### src/hw/blia_regs.svh
// offsets, field positions, reset values and timing counts of the interrupt aggregator
`ifndef BLIA_REGS_SVH
`define BLIA_REGS_SVH

// register offsets on the software port
`define BLIA_ADDR_STATUS 4'h0
`define BLIA_ADDR_ENABLE 4'h1
`define BLIA_ADDR_CLEAR 4'h2
`define BLIA_ADDR_PERIOD 4'h3
`define BLIA_ADDR_CMD 4'h4
`define BLIA_ADDR_CTL_STATUS 4'h8
`define BLIA_ADDR_CTL_MASK 4'h9

// source bit positions, shared by status, enable and clear
`define BLIA_BIT_ONE_SECOND 0
`define BLIA_BIT_TIMING 1
`define BLIA_BIT_CMD_DONE 2

// controller status bit positions
`define BLIA_CBIT_LINE_RISE 0
`define BLIA_CBIT_LOW_LINE 1

// reset values
`define BLIA_ENABLE_RESET 3'h0
`define BLIA_PERIOD_RESET 16'h03e8

// timing
`define BLIA_SYS_CLOCK_HZ 24000000
`define BLIA_IFACE_CLOCK_HZ 1000000
`define BLIA_IFACE_DIV (`BLIA_SYS_CLOCK_HZ / `BLIA_IFACE_CLOCK_HZ)
`define BLIA_ONE_SECOND_S 1
`define BLIA_ONE_SECOND_TICKS (`BLIA_ONE_SECOND_S * `BLIA_IFACE_CLOCK_HZ)

`endif

### src/hw/blia_pkg.sv
// types shared by both ends of the interrupt aggregator link
package blia_pkg;
    typedef logic [2:0] blia_src_t;
    typedef logic [3:0] blia_addr_t;
    typedef logic [15:0] blia_data_t;
endpackage

### src/hw/blia_link_if.sv
// link between the board logic and the processor side
`timescale 1ns/10ps
interface blia_link_if;
    import blia_pkg::*;
    logic high_priority_irq_line;
    logic low_priority_irq_line;
    blia_addr_t addr;
    blia_data_t wdata;
    logic wr;
    logic rd;
    blia_data_t rdata;

    modport device (
        output high_priority_irq_line,
        input low_priority_irq_line,
        input addr,
        input wdata,
        input wr,
        input rd,
        output rdata
    );
    modport host (
        input high_priority_irq_line,
        output low_priority_irq_line,
        output addr,
        output wdata,
        output wr,
        output rd,
        input rdata
    );
endinterface

### src/hw/blia_device.sv
// board logic interrupt aggregator: latches, enables, tick generation
// What this block and the processor software must do
// - line is OR of enabled latched sources
// - latch one-second tick until cleared
// - latch timing tick until cleared
// - latch command DMA completion until cleared
// - separate enables, all disabled at reset
// - latched flags readable regardless of enables
// - aggregate uses the high-priority line
// - processor masks all on service entry
// - processor restores enables on service exit
// - re-enable of set latch gives new edge
// - processor disables timing irq before period change
// - processor clears timing latch before re-enable
// - ticks derive from 1 MHz interface clock
`timescale 1ns/10ps
`include "blia_regs.svh"
module blia_device
    import blia_pkg::*;
(
    input wire logic clock,
    input wire logic rst,
    input wire logic cmd_dma_done,
    blia_link_if.device link
);

    ////////////////////////////////////////////////////////////////////////
    logic [4:0] iface_div_q;
    logic iface_en;
    logic [19:0] second_cnt_q;
    logic [15:0] timing_cnt_q;
    blia_data_t period_q;
    logic one_second_tick;
    logic timing_tick;
    blia_src_t enable_q;
    blia_src_t latch_q;
    blia_src_t event_in;
    blia_src_t clear_strobe;
    blia_data_t rdata_q;

    // 24 MHz system clock divided to a 1 MHz interface enable
    always_ff @(posedge clock or posedge rst) begin
        if (rst) begin
            iface_div_q <= 5'h0;
        end else if (iface_div_q == 5'(`BLIA_IFACE_DIV - 1)) begin
            iface_div_q <= 5'h0;
        end else begin
            iface_div_q <= iface_div_q + 5'h1;
        end
    end
    assign iface_en = (iface_div_q == 5'(`BLIA_IFACE_DIV - 1));

    // free running count of interface cycles; tick at its maximum
    always_ff @(posedge clock or posedge rst) begin
        if (rst) begin
            second_cnt_q <= 20'h0_0000;
        end else if (iface_en) begin
            if (second_cnt_q == 20'(`BLIA_ONE_SECOND_TICKS - 1)) begin
                second_cnt_q <= 20'h0_0000;
            end else begin
                second_cnt_q <= second_cnt_q + 20'h0_0001;
            end
        end
    end
    assign one_second_tick = iface_en &&
        (second_cnt_q == 20'(`BLIA_ONE_SECOND_TICKS - 1));

    // programmable timing tick, period in interface cycles
    always_ff @(posedge clock or posedge rst) begin
        if (rst) begin
            timing_cnt_q <= 16'h0000;
        end else if (iface_en) begin
            if (timing_cnt_q >= period_q - 16'h0001) begin
                timing_cnt_q <= 16'h0000;
            end else begin
                timing_cnt_q <= timing_cnt_q + 16'h0001;
            end
        end
    end
    // a period of zero stops the tick rather than firing every 65536 interface cycles
    assign timing_tick = iface_en && (period_q != 16'h0000) &&
        (timing_cnt_q >= period_q - 16'h0001);

    ////////////////////////////////////////////////////////////////////////
    always_ff @(posedge clock or posedge rst) begin
        if (rst) begin
            period_q <= `BLIA_PERIOD_RESET;
        end else if (link.wr && link.addr == `BLIA_ADDR_PERIOD) begin
            period_q <= link.wdata;
        end
    end

    always_ff @(posedge clock or posedge rst) begin
        if (rst) begin
            enable_q <= `BLIA_ENABLE_RESET;
        end else if (link.wr && link.addr == `BLIA_ADDR_ENABLE) begin
            enable_q <= link.wdata[2:0];
        end
    end

    assign clear_strobe = (link.wr && link.addr == `BLIA_ADDR_CLEAR) ?
        link.wdata[2:0] : 3'h0;

    always_comb begin
        event_in = 3'h0;
        event_in[`BLIA_BIT_ONE_SECOND] = one_second_tick;
        event_in[`BLIA_BIT_TIMING] = timing_tick;
        event_in[`BLIA_BIT_CMD_DONE] = cmd_dma_done;
    end

    // set wins over a clear in the same cycle
    for (genvar i = 0; i < 3; i++) begin : g_latch
        always_ff @(posedge clock or posedge rst) begin
            if (rst) begin
                latch_q[i] <= 1'b0;
            end else if (event_in[i]) begin
                latch_q[i] <= 1'b1;
            end else if (clear_strobe[i]) begin
                latch_q[i] <= 1'b0;
            end
        end
    end

    // combinational OR: an enable step on a set latch shows as an edge
    assign link.high_priority_irq_line = |(latch_q & enable_q);

    ////////////////////////////////////////////////////////////////////////
    always_ff @(posedge clock or posedge rst) begin
        if (rst) begin
            rdata_q <= 16'h0000;
        end else if (link.rd) begin
            unique case (link.addr)
                `BLIA_ADDR_STATUS: rdata_q <= {13'h0000, latch_q};
                `BLIA_ADDR_ENABLE: rdata_q <= {13'h0000, enable_q};
                `BLIA_ADDR_PERIOD: rdata_q <= period_q;
                default: rdata_q <= 16'h0000;
            endcase
        end else begin
            rdata_q <= 16'h0000;
        end
    end
    assign link.rdata = rdata_q;

endmodule

### src/flat_wrapper.sv
// flat-port wrapper written by rule: the top's interface ports become plain ports
module blia_device_flat import blia_pkg::*;
  (clock, rst, cmd_dma_done, link_high_priority_irq_line, link_low_priority_irq_line, link_addr, link_wdata, link_wr, link_rd, link_rdata);
  blia_link_if link_i ();
  input wire logic clock;
  input wire logic rst;
  input wire logic cmd_dma_done;
  output wire logic [$bits(link_i.high_priority_irq_line)-1:0] link_high_priority_irq_line;
  input wire logic [$bits(link_i.low_priority_irq_line)-1:0] link_low_priority_irq_line;
  input wire logic [$bits(link_i.addr)-1:0] link_addr;
  input wire logic [$bits(link_i.wdata)-1:0] link_wdata;
  input wire logic [$bits(link_i.wr)-1:0] link_wr;
  input wire logic [$bits(link_i.rd)-1:0] link_rd;
  output wire logic [$bits(link_i.rdata)-1:0] link_rdata;
  assign link_high_priority_irq_line = link_i.high_priority_irq_line;
  assign link_i.low_priority_irq_line = link_low_priority_irq_line;
  assign link_i.addr = link_addr;
  assign link_i.wdata = link_wdata;
  assign link_i.wr = link_wr;
  assign link_i.rd = link_rd;
  assign link_rdata = link_i.rdata;
  blia_device u_core (.clock(clock), .rst(rst), .cmd_dma_done(cmd_dma_done), .link(link_i));
endmodule
### config.mk
export PLATFORM = sky130hd
export DESIGN_NAME = blia_device_flat
export DESIGN_NICKNAME = d
export VERILOG_FILES = /design/src/hw/blia_pkg.sv /design/src/hw/blia_link_if.sv /design/src/hw/blia_device.sv /design/src/flat_wrapper.sv
export VERILOG_INCLUDE_DIRS = /design/src /design/src/hw
export SDC_FILE = /design/constraint.sdc
export NUM_CORES = 1
export LEC_CHECK = 0
export BUFFER_PORTS_ARGS = -buffer_cell sky130_fd_sc_hd__buf_4
export CAP_MARGIN = 10
export CORE_ASPECT_RATIO = 2
export CORE_MARGIN = 2
export CORE_UTILIZATION = 59
export CTS_CLUSTER_DIAMETER = 200
export DETAILED_ROUTE_END_ITERATION = 8
export PLACE_DENSITY_LB_ADDON = 0.05
export SLEW_MARGIN = 40
export SYNTH_ARGS = -nofsm -noshare
export SYNTH_HDL_FRONTEND = slang
export SYNTH_SLANG_ARGS = --single-unit
export TNS_END_PERCENT = 20
### constraint.sdc
create_clock -name clock -period 4.1 [get_ports clock]
set_clock_uncertainty 0.2 [all_clocks]
set_input_delay 0.205 -clock clock [delete_from_list [all_inputs] [get_ports clock]]
set_output_delay 0.205 -clock clock [all_outputs]
set_load 0.1 [all_outputs]
==> metrics.txt, run 1 <==
# TYPE chip_impl_metric gauge
chip_impl_info{name="timing.hold.worst.class",value="in -> reg"} 1
chip_impl_metric{name="area_growth",unit="%"} 23.4
chip_impl_metric{name="first_pass_iters",unit=""} 5
chip_impl_metric{name="critical_path_peak_fanout",unit=""} 11
chip_impl_metric{name="die_area",unit="um2"} 7600
chip_impl_metric{name="post_cts.repair.setup_buffers",unit=""} 0
chip_impl_metric{name="synthesis.yosys.warnings",unit=""} 0
chip_impl_metric{name="critical_path_data_required_time",unit="ps"} 4130
chip_impl_metric{name="fin_worst_hold_slack",unit="ps"} 32.2
chip_impl_metric{name="worst_ir_drop_vdd",unit="mV"} 0.288
chip_impl_metric{name="cellLeakagePower",unit="nW"} 2.27
chip_impl_metric{name="min_delay_path_depth",unit=""} 4
chip_impl_metric{name="final_max_slew_viol_count",unit=""} 0
chip_impl_metric{name="timing.reg2reg.setup_slack",unit="ps"} 580
chip_impl_metric{name="hpwlAfterDp",unit="um"} 6400
chip_impl_metric{name="slew-limit-headroom",unit=""} 0.509
chip_impl_metric{name="grt_util_met3",unit=""} 0.0427
chip_impl_info{name="cts_tree",value="done"} 1
chip_impl_metric{name="worst-endpoint-arrival",unit="ps"} 3540
chip_impl_metric{name="cell_area_after_placement",unit="um2"} 4500
chip_impl_info{name="leading_cell_types_in_the_layout_fill_and_taps_excluded",value="73 x dfrtp_1, 46 x buf_4, 39 x nor2_1"} 1
chip_impl_metric{name="drt_iter0_drc",unit=""} 211
chip_impl_info{name="unrepaired_setup_endpoints_after_global_routing",value="false"} 1
chip_impl_metric{name="grt_first_pass_wirelength",unit="um"} 15400
chip_impl_info{name="cp-end-kind",value="register"} 1
chip_impl_metric{name="grt_overflow_total",unit=""} 0
chip_impl_metric{name="die_ht",unit="um"} 121
chip_impl_metric{name="layout-drive-gt1-share",unit=""} 0.222
chip_impl_metric{name="routedWlPerCell",unit="um"} 16.5
chip_impl_info{name="layout.cells.most_common",value="dfrtp_1"} 1
chip_impl_metric{name="dp.cells",unit=""} 510
chip_impl_metric{name="vias_per_cell",unit=""} 5.64
chip_impl_metric{name="postSynthRegisterBits",unit=""} 79
chip_impl_metric{name="via_count",unit=""} 3094
chip_impl_metric{name="layout.cell_area.non_filler",unit="um2"} 5010
chip_impl_metric{name="i_o_pin_count",unit=""} 43
chip_impl_metric{name="portBuffers",unit=""} 41
chip_impl_metric{name="gp_routability_congestion",unit=""} 0.797
chip_impl_metric{name="synth.lib_cells_used.distinct",unit=""} 53
chip_impl_info{name="globalRoute.busiestLayer",value="met2"} 1
chip_impl_metric{name="clock_latency_on_the_worst_skew_pair",unit="ps"} 340
chip_impl_metric{name="post_layout_nonfiller_instances",unit=""} 549
chip_impl_metric{name="fin_crit",unit="ps"} 3520
chip_impl_metric{name="fin_setup_tns",unit="ps"} 0
chip_impl_metric{name="final-hold-violation-count",unit=""} 0
chip_impl_metric{name="num-nets-final",unit=""} 501
chip_impl_info{name="run_status",value="completed"} 1
chip_impl_metric{name="floorplan.die.width",unit="um"} 62.7
chip_impl_metric{name="drtAntennaViolNets",unit=""} 0
chip_impl_info{name="ctsRootBufferMaster",value="clkbuf_16"} 1
chip_impl_metric{name="fp-row-count",unit=""} 42
chip_impl_metric{name="synth-edff-count",unit=""} 0
chip_impl_metric{name="syn-cell-area",unit="um2"} 4060
chip_impl_metric{name="post_synthesis_sequential_area_ratio",unit=""} 0.489
chip_impl_metric{name="worst_setup_hold_path_clk_slew",unit="ps"} 60
chip_impl_info{name="synthFlopType",value="dfrtp_1"} 1
chip_impl_info{name="startpoint_type",value="register"} 1
chip_impl_metric{name="postSynthAreaPerCell",unit="um2"} 10.7
chip_impl_metric{name="numClockSinks",unit=""} 79
chip_impl_metric{name="floorplan.core_area",unit="um2"} 6620
chip_impl_metric{name="initial_core_util",unit=""} 0.613
chip_impl_metric{name="globalRouteMet1Util",unit=""} 0.269
chip_impl_metric{name="ctsHtreeMaxLevel",unit=""} 3
chip_impl_metric{name="setup_viol",unit=""} 0
chip_impl_info{name="regToRegEndpoint",value="u_core.timing_cnt_q[10]"} 1
chip_impl_metric{name="use_met2",unit=""} 0.497
chip_impl_metric{name="drt_drc_violations_left",unit=""} 0
chip_impl_metric{name="routed_wirelength",unit="um"} 9060
chip_impl_info{name="r2r_startpoint",value="u_core.period_q[7]"} 1
chip_impl_metric{name="global_route.usage.total",unit=""} 0.262
chip_impl_info{name="type_of_the_worst_setup_path",value="reg -> reg"} 1
chip_impl_metric{name="syn_nets",unit=""} 427
chip_impl_metric{name="grt_antenna_before_repair",unit=""} 0
chip_impl_metric{name="ys_async_sr_fraction",unit=""} 1.00
chip_impl_metric{name="maximum_number_of_pins_on_one_net_before_global_route_repair",unit=""} 44
chip_impl_info{name="timing.hold.worst_endpoint",value="u_core.link.rdata[2]"} 1
chip_impl_metric{name="first_global_vias",unit=""} 3341
chip_impl_metric{name="worst_slew_pin_slew",unit="ps"} 734
chip_impl_metric{name="cellPowerDensity",unit="nW/um2"} 399
chip_impl_metric{name="fmax",unit="MHz"} 284
chip_impl_metric{name="clk_path_buf_depth",unit=""} 2
chip_impl_metric{name="max_cap_violations",unit=""} 0
chip_impl_metric{name="period_share",unit=""} 0.857
chip_impl_info{name="hold_path.startpoint",value="link_addr[2]"} 1
chip_impl_metric{name="worst-r2r-cell-count",unit=""} 12
chip_impl_metric{name="tritoncts.num_buffers",unit=""} 9
chip_impl_metric{name="syn-instance-count",unit=""} 381
[critical path, stage by stage, from the launching register on]
cell and delay [ps]:
dfstp_2 400, or4_4 560, nor4b_4 300, nand2_1 150
nor3_2 150, xnor2_1 90, ha_1 310, nand4_1 130
nor4_1 310, a32oi_1 200, a31oi_1 300, buf_4 230
nor2_1 60
[report_power, final]
| part | leakage (nW) | total (W) | switching [W] | internal (W) |
|---|---|---|---|---|
| Sequential | 1.04 | 0.000915 | 0.0000778 | 0.000838 |
| Combinational | 1.10 | 0.000315 | 0.000161 | 0.000154 |
| Clock | 0.136 | 0.000769 | 0.000345 | 0.000424 |
| Total | 2.27 | 0.00200 | 0.000584 | 0.00142 |
[synthesized netlist by cell type, drive strengths merged, types with 4 or more instances]
cell type | instances | share of area
o21ai | 19 | 0.023
nand2 | 37 | 0.035
and3 | 4 | 0.0062
nor3 | 6 | 0.0086
dfstp | 6 | 0.039
a21o | 4 | 0.0074
nand2b | 5 | 0.0077
ha | 20 | 0.062
xnor2 | 24 | 0.052
a21oi | 7 | 0.0086
nor4 | 10 | 0.024
nand4 | 10 | 0.017
inv | 11 | 0.010
dfrtp | 73 | 0.45
xor2 | 16 | 0.035
nand3 | 13 | 0.016
and2 | 14 | 0.022
mux2 | 20 | 0.055
nor2 | 39 | 0.036
[per-layer routing]
metal / vias up / part of all wire / routed length [um]
met5: - / 0 / 0
met4: 0 / 0.034 / 307
met3: 21 / 0.021 / 186
met2: 48 / 0.58 / 5240
met1: 1533 / 0.37 / 3330
li1: 1492 / - / -
[flip-flops by register name (all words and copies together) (netlist names)]
register / count
u_core.enable_q: 3
u_core.iface_div_q: 5
u_core.latch_q: 3
u_core.link.rdata: 16
u_core.period_q: 16
u_core.second_cnt_q: 20
u_core.timing_cnt_q: 16
[how the worst max path moves through the flow]
stage,from,endpoint,cells past startpoint
final,u_core.period_q[7],u_core.timing_cnt_q[10],12
after global routing,u_core.period_q[7],u_core.timing_cnt_q[4],12
after global placement,u_core.period_q[7],u_core.timing_cnt_q[13],12
after detailed placement,u_core.period_q[7],u_core.timing_cnt_q[14],12
after CTS,u_core.period_q[7],u_core.timing_cnt_q[7],12
after floorplan,u_core.period_q[7],u_core.timing_cnt_q[10],12
[cell type report]
class / count / area (um2)
multi-input cells: 286 / 2010
fillers: 473 / 1610
clock buffers: 9 / 225
inverters: 11 / 43.8
clock inverters: 7 / 63.8
flip-flops and latches: 79 / 1980
diodes: 1 / 2.50
well taps: 88 / 110
repair buffers: 68 / 566
[through the flow]
stage                     total power [W]  utilization  setup slack, ps
final                             0.00200        0.756              585
after global routing              0.00209        0.756              408
after CTS                         0.00201        0.756              580
after detailed placement          0.00123        0.679              607
after global placement            0.00122        0.679              687
after floorplan                   0.00113            -              883
[logic make-up after synthesis]
logic type | share of synthesized area
AND/OR/NAND/NOR | 0.222
flip-flops | 0.489
AO/OA/AOI/OAI | 0.0703
XOR/XNOR | 0.0863
multiplexers | 0.0555
adder cells (fa/ha/maj) | 0.0616
buffers and inverters | 0.0154
[what timing repair did]
item                                   CTS  global route
endpoints found under the hold margin   66             0
setup endpoints to repair                0             0
resized for setup                        0             0
hold buffers                            22             0
Power figures use the tool's default switching activity.
==> run 2, diff against run 1 <==
--- a/config.mk
+++ b/config.mk
@@ -9,8 +9,9 @@
 export BUFFER_PORTS_ARGS = -buffer_cell sky130_fd_sc_hd__buf_4
 export CAP_MARGIN = 10
 export CORE_ASPECT_RATIO = 2
-export CORE_MARGIN = 2
+export CORE_MARGIN = 1.5
 export CORE_UTILIZATION = 59
+export CTS_BUF_LIST = sky130_fd_sc_hd__clkbuf_16
 export CTS_CLUSTER_DIAMETER = 200
 export DETAILED_ROUTE_END_ITERATION = 8
 export PLACE_DENSITY_LB_ADDON = 0.05
==> run 2 against run 1 <==
  * Routed wire length grew 1.5%
  * Combinational power is essentially flat
  * Global-route usage grew 1.2 points
  * Cell count shrank 0.36%
  * Clock power grew 0.9%
  * Largest power group unchanged
==> metrics.txt, run 2 (same netlist as run 1, synthesis figures left out) <==
# TYPE chip_impl_metric gauge
chip_impl_info{name="run_status",value="completed"} 1
chip_impl_metric{name="maximum_number_of_pins_on_one_net_before_global_route_repair",unit=""} 39
chip_impl_metric{name="floorplan.core_area",unit="um2"} 6620
chip_impl_metric{name="slew-limit-headroom",unit=""} 0.514
chip_impl_metric{name="via_count",unit=""} 3100
chip_impl_metric{name="worst-endpoint-arrival",unit="ps"} 3700
chip_impl_metric{name="global_route.usage.total",unit=""} 0.274
chip_impl_metric{name="die_ht",unit="um"} 120
chip_impl_metric{name="gp_routability_congestion",unit=""} 0.799
chip_impl_metric{name="clock_latency_on_the_worst_skew_pair",unit="ps"} 340
chip_impl_metric{name="numClockSinks",unit=""} 79
chip_impl_metric{name="critical_path_data_required_time",unit="ps"} 4130
chip_impl_metric{name="largest_register_ff_count",unit=""} 20
chip_impl_metric{name="grt_antenna_before_repair",unit=""} 0
chip_impl_metric{name="final_max_slew_viol_count",unit=""} 0
chip_impl_metric{name="globalRouteMet1Util",unit=""} 0.277
chip_impl_info{name="worst_setup_path_startpoint",value="u_core.period_q[0]"} 1
chip_impl_metric{name="max_cap_violations",unit=""} 0
chip_impl_metric{name="post-route-util",unit=""} 0.755
chip_impl_info{name="r2r_startpoint",value="u_core.period_q[0]"} 1
chip_impl_metric{name="clk_path_buf_depth",unit=""} 2
chip_impl_metric{name="worst_slew_pin_slew",unit="ps"} 726
chip_impl_metric{name="floorplan.die.width",unit="um"} 61.7
chip_impl_metric{name="post_layout_nonfiller_instances",unit=""} 547
chip_impl_metric{name="cellLeakagePower",unit="nW"} 2.27
chip_impl_metric{name="first_pass_iters",unit=""} 4
chip_impl_metric{name="critical_path_peak_fanout",unit=""} 11
chip_impl_info{name="startpoint_type",value="register"} 1
chip_impl_metric{name="fin_setup_tns",unit="ps"} 0
chip_impl_metric{name="final-hold-violation-count",unit=""} 0
chip_impl_metric{name="drt_iter0_drc",unit=""} 126
chip_impl_info{name="hold_path.startpoint",value="link_addr[2]"} 1
chip_impl_metric{name="setup_viol",unit=""} 0
chip_impl_metric{name="routedWlPerCell",unit="um"} 16.8
chip_impl_metric{name="hpwlAfterDp",unit="um"} 6480
chip_impl_metric{name="i_o_pin_count",unit=""} 43
chip_impl_metric{name="fmax",unit="MHz"} 273
chip_impl_info{name="register_with_the_most_flip_flops",value="u_core.second_cnt_q"} 1
chip_impl_metric{name="timing.reg2reg.setup_slack",unit="ps"} 430
chip_impl_metric{name="tritoncts.num_buffers",unit=""} 9
chip_impl_metric{name="worst_setup_hold_path_clk_slew",unit="ps"} 60
chip_impl_metric{name="fp-row-count",unit=""} 42
chip_impl_metric{name="worst-r2r-cell-count",unit=""} 13
chip_impl_metric{name="insertedDiodeCount",unit=""} 0
chip_impl_metric{name="dp.cells",unit=""} 509
chip_impl_metric{name="grt_util_met3",unit=""} 0.0588
chip_impl_metric{name="post_cts.repair.setup_buffers",unit=""} 0
chip_impl_metric{name="portBuffers",unit=""} 41
chip_impl_metric{name="grt_first_pass_wirelength",unit="um"} 14700
chip_impl_metric{name="routed_wirelength",unit="um"} 9200
chip_impl_metric{name="ctsHtreeMaxLevel",unit=""} 3
chip_impl_metric{name="min_delay_path_depth",unit=""} 4
chip_impl_metric{name="area_growth",unit="%"} 23.1
chip_impl_metric{name="grt_overflow_total",unit=""} 0
chip_impl_metric{name="vias_per_cell",unit=""} 5.67
chip_impl_metric{name="initial_core_util",unit=""} 0.613
chip_impl_info{name="type_of_the_worst_setup_path",value="reg -> reg"} 1
chip_impl_info{name="cp-end-kind",value="register"} 1
chip_impl_info{name="ctsRootBufferMaster",value="clkbuf_16"} 1
chip_impl_metric{name="cellPowerDensity",unit="nW/um2"} 402
chip_impl_metric{name="use_met2",unit=""} 0.496
chip_impl_metric{name="drtAntennaViolNets",unit=""} 0
chip_impl_metric{name="period_share",unit=""} 0.895
chip_impl_info{name="leading_cell_types_in_the_layout_fill_and_taps_excluded",value="73 x dfrtp_1, 45 x buf_4, 39 x nor2_1"} 1
chip_impl_metric{name="layout.filler_cells",unit=""} 476
chip_impl_info{name="cts_tree",value="done"} 1
chip_impl_metric{name="die_area",unit="um2"} 7420
chip_impl_info{name="timing.hold.worst_endpoint",value="u_core.link.rdata[2]"} 1
chip_impl_metric{name="num-nets-final",unit=""} 500
chip_impl_info{name="regToRegEndpoint",value="u_core.timing_cnt_q[9]"} 1
chip_impl_info{name="unrepaired_setup_endpoints_after_global_routing",value="false"} 1
chip_impl_info{name="globalRoute.busiestLayer",value="met2"} 1
chip_impl_info{name="timing.hold.worst.class",value="in -> reg"} 1
chip_impl_metric{name="worst_ir_drop_vdd",unit="mV"} 0.301
chip_impl_metric{name="first_global_vias",unit=""} 3199
chip_impl_metric{name="layout-drive-gt1-share",unit=""} 0.216
chip_impl_info{name="layout.cells.most_common",value="dfrtp_1"} 1
chip_impl_metric{name="fin_crit",unit="ps"} 3670
chip_impl_metric{name="drt_drc_violations_left",unit=""} 0
==> run 2: per-stage QoR <==
step,setup slack [ps],total power (W),instance area [um2],hold slack [ps]
global route,47.3,0.00209,5000,31.5
detailed placement,491,0.00123,4490,198
finish,431,0.00201,5000,15.8
floorplan,883,0.00113,4060,97.3
global placement,594,0.00121,4490,187
CTS,490,0.00202,5000,11.0
==> run 2: area by class of cell <==
class	count	area [um2]	area share
clock buffer	9	225	0.0451
clock inverter	7	63.8	0.0128
inverter	11	42.5	0.00851
multi-input combinational	286	2010	0.403
sequential	79	1980	0.397
tap	88	110	0.0220
timing repair buffer	67	558	0.112
==> run 2: worst max path at each step <==
stage	end	slack, ps	depth (start not counted)
floorplan	u_core.timing_cnt_q[10]	880	12
global placement	u_core.timing_cnt_q[13]	590	13
detailed placement	u_core.timing_cnt_q[9]	490	13
CTS	u_core.timing_cnt_q[9]	490	13
global route	u_core.timing_cnt_q[14]	50	13
finish	u_core.timing_cnt_q[9]	430	13
==> run 2: per-layer routing <==
layer,part of all wire,wire (um),vias to the layer above
li1,-,-,1492
met1,0.36,3350,1531
met2,0.58,5290,54
met3,0.025,231,23
met4,0.035,321,0
met5,0,0,-
==> run 2: where the power goes <==
group          internal [W]  switching, W  total [W]
Clock              0.000465      0.000311   0.000776
Combinational      0.000153      0.000164   0.000317
Sequential         0.000838     0.0000803   0.000918
==> run 2: worst max-delay path, cell delays in order (launching register included) <==
cell     delay, ps
dfrtp_1        430
inv_1          120
ha_1           180
nor3b_1        600
nand2_1        180
nor3_1         240
xnor2_1        110
ha_1           280
nand4_1        130
nor4_1         270
a32oi_1        190
a31oi_1        300
buf_4          240
nor2_1          70
==> run 2: repair_timing <==
item	CTS	global route
hold endpoints to repair	59	0
gates resized for setup	0	0
hold buffers	22	0
==> run 3, diff against run 2 <==
--- a/config.mk
+++ b/config.mk
@@ -6,6 +6,7 @@
 export SDC_FILE = /design/constraint.sdc
 export NUM_CORES = 1
 export LEC_CHECK = 0
+export ABC_AREA = 1
 export BUFFER_PORTS_ARGS = -buffer_cell sky130_fd_sc_hd__buf_4
 export CAP_MARGIN = 10
 export CORE_ASPECT_RATIO = 2
@@ -15,6 +16,7 @@
 export CTS_CLUSTER_DIAMETER = 200
 export DETAILED_ROUTE_END_ITERATION = 8
 export PLACE_DENSITY_LB_ADDON = 0.05
+export SKIP_LAST_GASP = 1
 export SLEW_MARGIN = 40
 export SYNTH_ARGS = -nofsm -noshare
 export SYNTH_HDL_FRONTEND = slang
==> run 3 against run 2 <==
  * Highest routed layer unchanged
  * Clock-buffer cell count unchanged
  * Critical path type unchanged
  * Register-to-register slack better by 530 ps
  * Non-clock buffer count down 5
  * Clock power up 8.1%
==> metrics.txt, run 3 <==
# TYPE chip_impl_metric gauge
chip_impl_info{name="r2r_startpoint",value="u_core.period_q[2]"} 1
chip_impl_metric{name="ys_async_sr_fraction",unit=""} 1.00
chip_impl_info{name="cts_tree",value="done"} 1
chip_impl_metric{name="power_frac_clock",unit=""} 0.414
chip_impl_info{name="ctsRootBufferMaster",value="clkbuf_16"} 1
chip_impl_metric{name="period_share",unit=""} 0.764
chip_impl_metric{name="cell_area_after_placement",unit="um2"} 4840
chip_impl_metric{name="fin_crit",unit="ps"} 3130
chip_impl_metric{name="synth.lib_cells_used.distinct",unit=""} 29
chip_impl_metric{name="syn_nets",unit=""} 629
chip_impl_metric{name="comb_power_share",unit=""} 0.155
chip_impl_metric{name="post-route-util",unit=""} 0.735
chip_impl_metric{name="slew-limit-headroom",unit=""} 0.502
chip_impl_metric{name="routedWlPerCell",unit="um"} 14.2
chip_impl_metric{name="largest_register_ff_count",unit=""} 20
chip_impl_metric{name="pre_cts_ws",unit="ps"} 1040
chip_impl_metric{name="drtAntennaViolNets",unit=""} 0
chip_impl_metric{name="multiInputGateArea",unit="um2"} 2090
chip_impl_metric{name="post_synthesis_sequential_area_ratio",unit=""} 0.447
chip_impl_metric{name="ctsHtreeMaxLevel",unit=""} 3
chip_impl_metric{name="critical_path_data_required_time",unit="ps"} 4150
chip_impl_metric{name="synthesis.yosys.warnings",unit=""} 0
chip_impl_metric{name="synth_largest_type_area_fraction",unit=""} 0.411
chip_impl_metric{name="fmax",unit="MHz"} 319
chip_impl_metric{name="num-nets-final",unit=""} 692
chip_impl_metric{name="worst_setup_hold_path_clk_slew",unit="ps"} 60
chip_impl_metric{name="worst-endpoint-arrival",unit="ps"} 3180
chip_impl_metric{name="worst_slew_pin_slew",unit="ps"} 744
chip_impl_metric{name="critical_path_peak_fanout",unit=""} 15
chip_impl_metric{name="setup_viol",unit=""} 0
chip_impl_metric{name="via_count",unit=""} 3980
chip_impl_info{name="cp-end-kind",value="register"} 1
chip_impl_metric{name="cellLeakagePower",unit="nW"} 2.67
chip_impl_metric{name="hpwlAfterDp",unit="um"} 7780
chip_impl_info{name="startpoint_type",value="register"} 1
chip_impl_metric{name="tritoncts.num_buffers",unit=""} 9
chip_impl_info{name="yosys-top-cells-area",value="dfrtp_1 41%, nand2_1 11%, inv_1 7.3%"} 1
chip_impl_metric{name="portBuffers",unit=""} 41
chip_impl_metric{name="first_pass_iters",unit=""} 4
chip_impl_metric{name="dp.cells",unit=""} 708
chip_impl_metric{name="gp_routability_congestion",unit=""} 0.914
chip_impl_metric{name="clock_latency_on_the_worst_skew_pair",unit="ps"} 330
chip_impl_metric{name="area_growth",unit="%"} 20.3
chip_impl_info{name="post_synth_most_frequent_cells",value="136 x nand2_1, 86 x inv_1, 84 x nor2_1, 73 x dfrtp_1, 37 x a21oi_1"} 1
chip_impl_metric{name="p_int",unit="W"} 0.00147
chip_impl_metric{name="layout.filler_cells",unit=""} 564
chip_impl_metric{name="insertedDiodeCount",unit=""} 0
chip_impl_metric{name="fp-row-count",unit=""} 44
chip_impl_info{name="post-synth-top-count-cell",value="nand2_1"} 1
chip_impl_info{name="worst_setup_path_startpoint",value="u_core.period_q[2]"} 1
chip_impl_info{name="timing.hold.worst.class",value="in -> reg"} 1
chip_impl_metric{name="numClockSinks",unit=""} 79
chip_impl_info{name="layout.cells.most_common",value="nand2_1"} 1
chip_impl_metric{name="drt_iter0_drc",unit=""} 225
chip_impl_metric{name="drt_drc_violations_left",unit=""} 0
chip_impl_metric{name="first_global_vias",unit=""} 4068
chip_impl_metric{name="final-hold-violation-count",unit=""} 0
chip_impl_metric{name="clk_path_buf_depth",unit=""} 2
chip_impl_metric{name="pwr-share-seq",unit=""} 0.431
chip_impl_metric{name="routed_wirelength",unit="um"} 10500
chip_impl_metric{name="vias_per_cell",unit=""} 5.36
chip_impl_metric{name="syn-instance-count",unit=""} 583
chip_impl_metric{name="grt_antenna_before_repair",unit=""} 0
chip_impl_info{name="run_status",value="completed"} 1
chip_impl_metric{name="layout.cell_area.non_filler",unit="um2"} 5340
chip_impl_metric{name="syn-cell-area",unit="um2"} 4440
chip_impl_info{name="register_with_the_most_flip_flops",value="u_core.second_cnt_q"} 1
chip_impl_metric{name="initial_core_util",unit=""} 0.611
chip_impl_metric{name="floorplan.die.width",unit="um"} 64.3
chip_impl_metric{name="fin_setup_tns",unit="ps"} 0
chip_impl_metric{name="i_o_pin_count",unit=""} 43
chip_impl_info{name="synthFlopType",value="dfrtp_1"} 1
chip_impl_metric{name="global_route.usage.total",unit=""} 0.281
chip_impl_metric{name="postSynthRegisterBits",unit=""} 79
chip_impl_metric{name="fin_ws",unit="ps"} 966
chip_impl_info{name="type_of_the_worst_setup_path",value="reg -> reg"} 1
chip_impl_info{name="hold_path.startpoint",value="link_addr[2]"} 1
chip_impl_metric{name="cellPowerDensity",unit="nW/um2"} 379
chip_impl_metric{name="post_cts.repair.setup_buffers",unit=""} 0
chip_impl_metric{name="grt_overflow_total",unit=""} 0
chip_impl_metric{name="die_area",unit="um2"} 8090
chip_impl_metric{name="post_layout_nonfiller_instances",unit=""} 743
chip_impl_metric{name="worst_ir_drop_vdd",unit="mV"} 0.341
chip_impl_metric{name="final_max_slew_viol_count",unit=""} 0
chip_impl_metric{name="layout-drive-gt1-share",unit=""} 0.115
chip_impl_metric{name="floorplan.core_area",unit="um2"} 7270
chip_impl_metric{name="p_sw_frac",unit=""} 0.273
chip_impl_info{name="leading_cell_types_in_the_layout_fill_and_taps_excluded",value="135 x nand2_1, 86 x inv_1, 84 x nor2_1"} 1
chip_impl_metric{name="postSynthAreaPerCell",unit="um2"} 7.62
chip_impl_metric{name="maximum_number_of_pins_on_one_net_before_global_route_repair",unit=""} 42
chip_impl_info{name="unrepaired_setup_endpoints_after_global_routing",value="false"} 1
chip_impl_metric{name="max_cap_violations",unit=""} 0
chip_impl_info{name="synth_area_leader_cell",value="dfrtp_1"} 1
chip_impl_metric{name="power.net_switching",unit="W"} 0.000552
chip_impl_metric{name="synth-edff-count",unit=""} 0
chip_impl_metric{name="die_ht",unit="um"} 126
chip_impl_metric{name="grt_first_pass_wirelength",unit="um"} 17600
chip_impl_metric{name="seq_area",unit="um2"} 1980
==> run 3: changes by cell type after synthesis, moves of 6 or more <==
cell and delta:
nor2_1 +45, mux2_2 -20, xnor2_1 -21, inv_1 +75, nand3_1 +12, xor2_1 +8
nand2_1 +100, a21oi_1 +30, nand4_1 +6, nor3_1 +20, and2_1 -13, o21ai_0 +6
==> run 3: per-stage QoR <==
step                      hold WS (ps)  total power, W
final                             81.1         0.00203
after floorplan                    103         0.00110
after detailed placement           194         0.00118
after global placement             193         0.00117
after global routing               114         0.00212
after CTS                         73.5         0.00204
==> run 3: kinds of logic after synthesis <==
kind of cell | Yosys count | synth area share
compound gates | 63 | 0.0735
flops | 79 | 0.447
fa+ha+maj | 20 | 0.0564
simple gates | 298 | 0.287
xor+xnor | 27 | 0.0533
buf+inv | 96 | 0.0826
==> run 3: critical path, stage by stage (launching register included) <==
cell,delay [ps]
dfrtp_1,440
nor2_1,160
nand3_1,200
inv_1,130
nand2_1,70
nor2_1,120
a21oi_1,70
or2_2,270
inv_1,50
ha_1,240
a21oi_1,150
a21oi_1,100
nor2_1,170
nand2_1,370
a21oi_1,290
==> run 3: path summary, 6_finish.rpt <==
| check | depth (start not counted) | slack (ps) | to |
|---|---|---|---|
| setup / recovery | 14 | 970 | u_core.timing_cnt_q[7] |
| hold / removal | 5 | 80 | u_core.latch_q[2] |
| setup reg to reg | 14 | 970 | u_core.timing_cnt_q[7] |
| hold reg to reg | 1 | 260 | u_core.iface_div_q[0] |
| max in group asynchronous | 4 | 2420 | u_core.period_q[3] |
| min in group asynchronous | 3 | 310 | u_core.timing_cnt_q[9] |
==> run 3: repair_timing <==
item / 4_1_cts / 5_1_grt
hold endpoints to repair: 55 / 0
hold buffers: 19 / 0
resized for setup: 0 / 0
==> run 3: final cells by class <==
| class | count | area share |
|---|---|---|
| Clock inverter | 7 | 0.0166 |
| Tap cell | 92 | 0.0215 |
| Multi-Input combinational cell | 408 | 0.392 |
| Clock buffer | 9 | 0.0422 |
| Inverter | 86 | 0.0607 |
| Timing Repair Buffer | 62 | 0.0960 |
| Sequential cell | 79 | 0.371 |
==> run 3: power groups by stage <==
stage	registers [W]	clock network [W]	logic, W
after floorplan	0.000897	0	0.000200
after global placement	0.000881	0	0.000289
after detailed placement	0.000884	0	0.000300
after CTS	0.000872	0.000852	0.000316
after global routing	0.000876	0.000890	0.000357
final	0.000873	0.000839	0.000314
==> run 3: layer usage <==
metal	GRT usage	up-vias	wire, um	part of all wire
li1	-	1974	-	-
met1	0.286	1886	3790	0.36
met2	0.520	88	6060	0.58
met3	0.0509	32	253	0.024
met4	0.161	0	405	0.039
met5	0	-	0	0
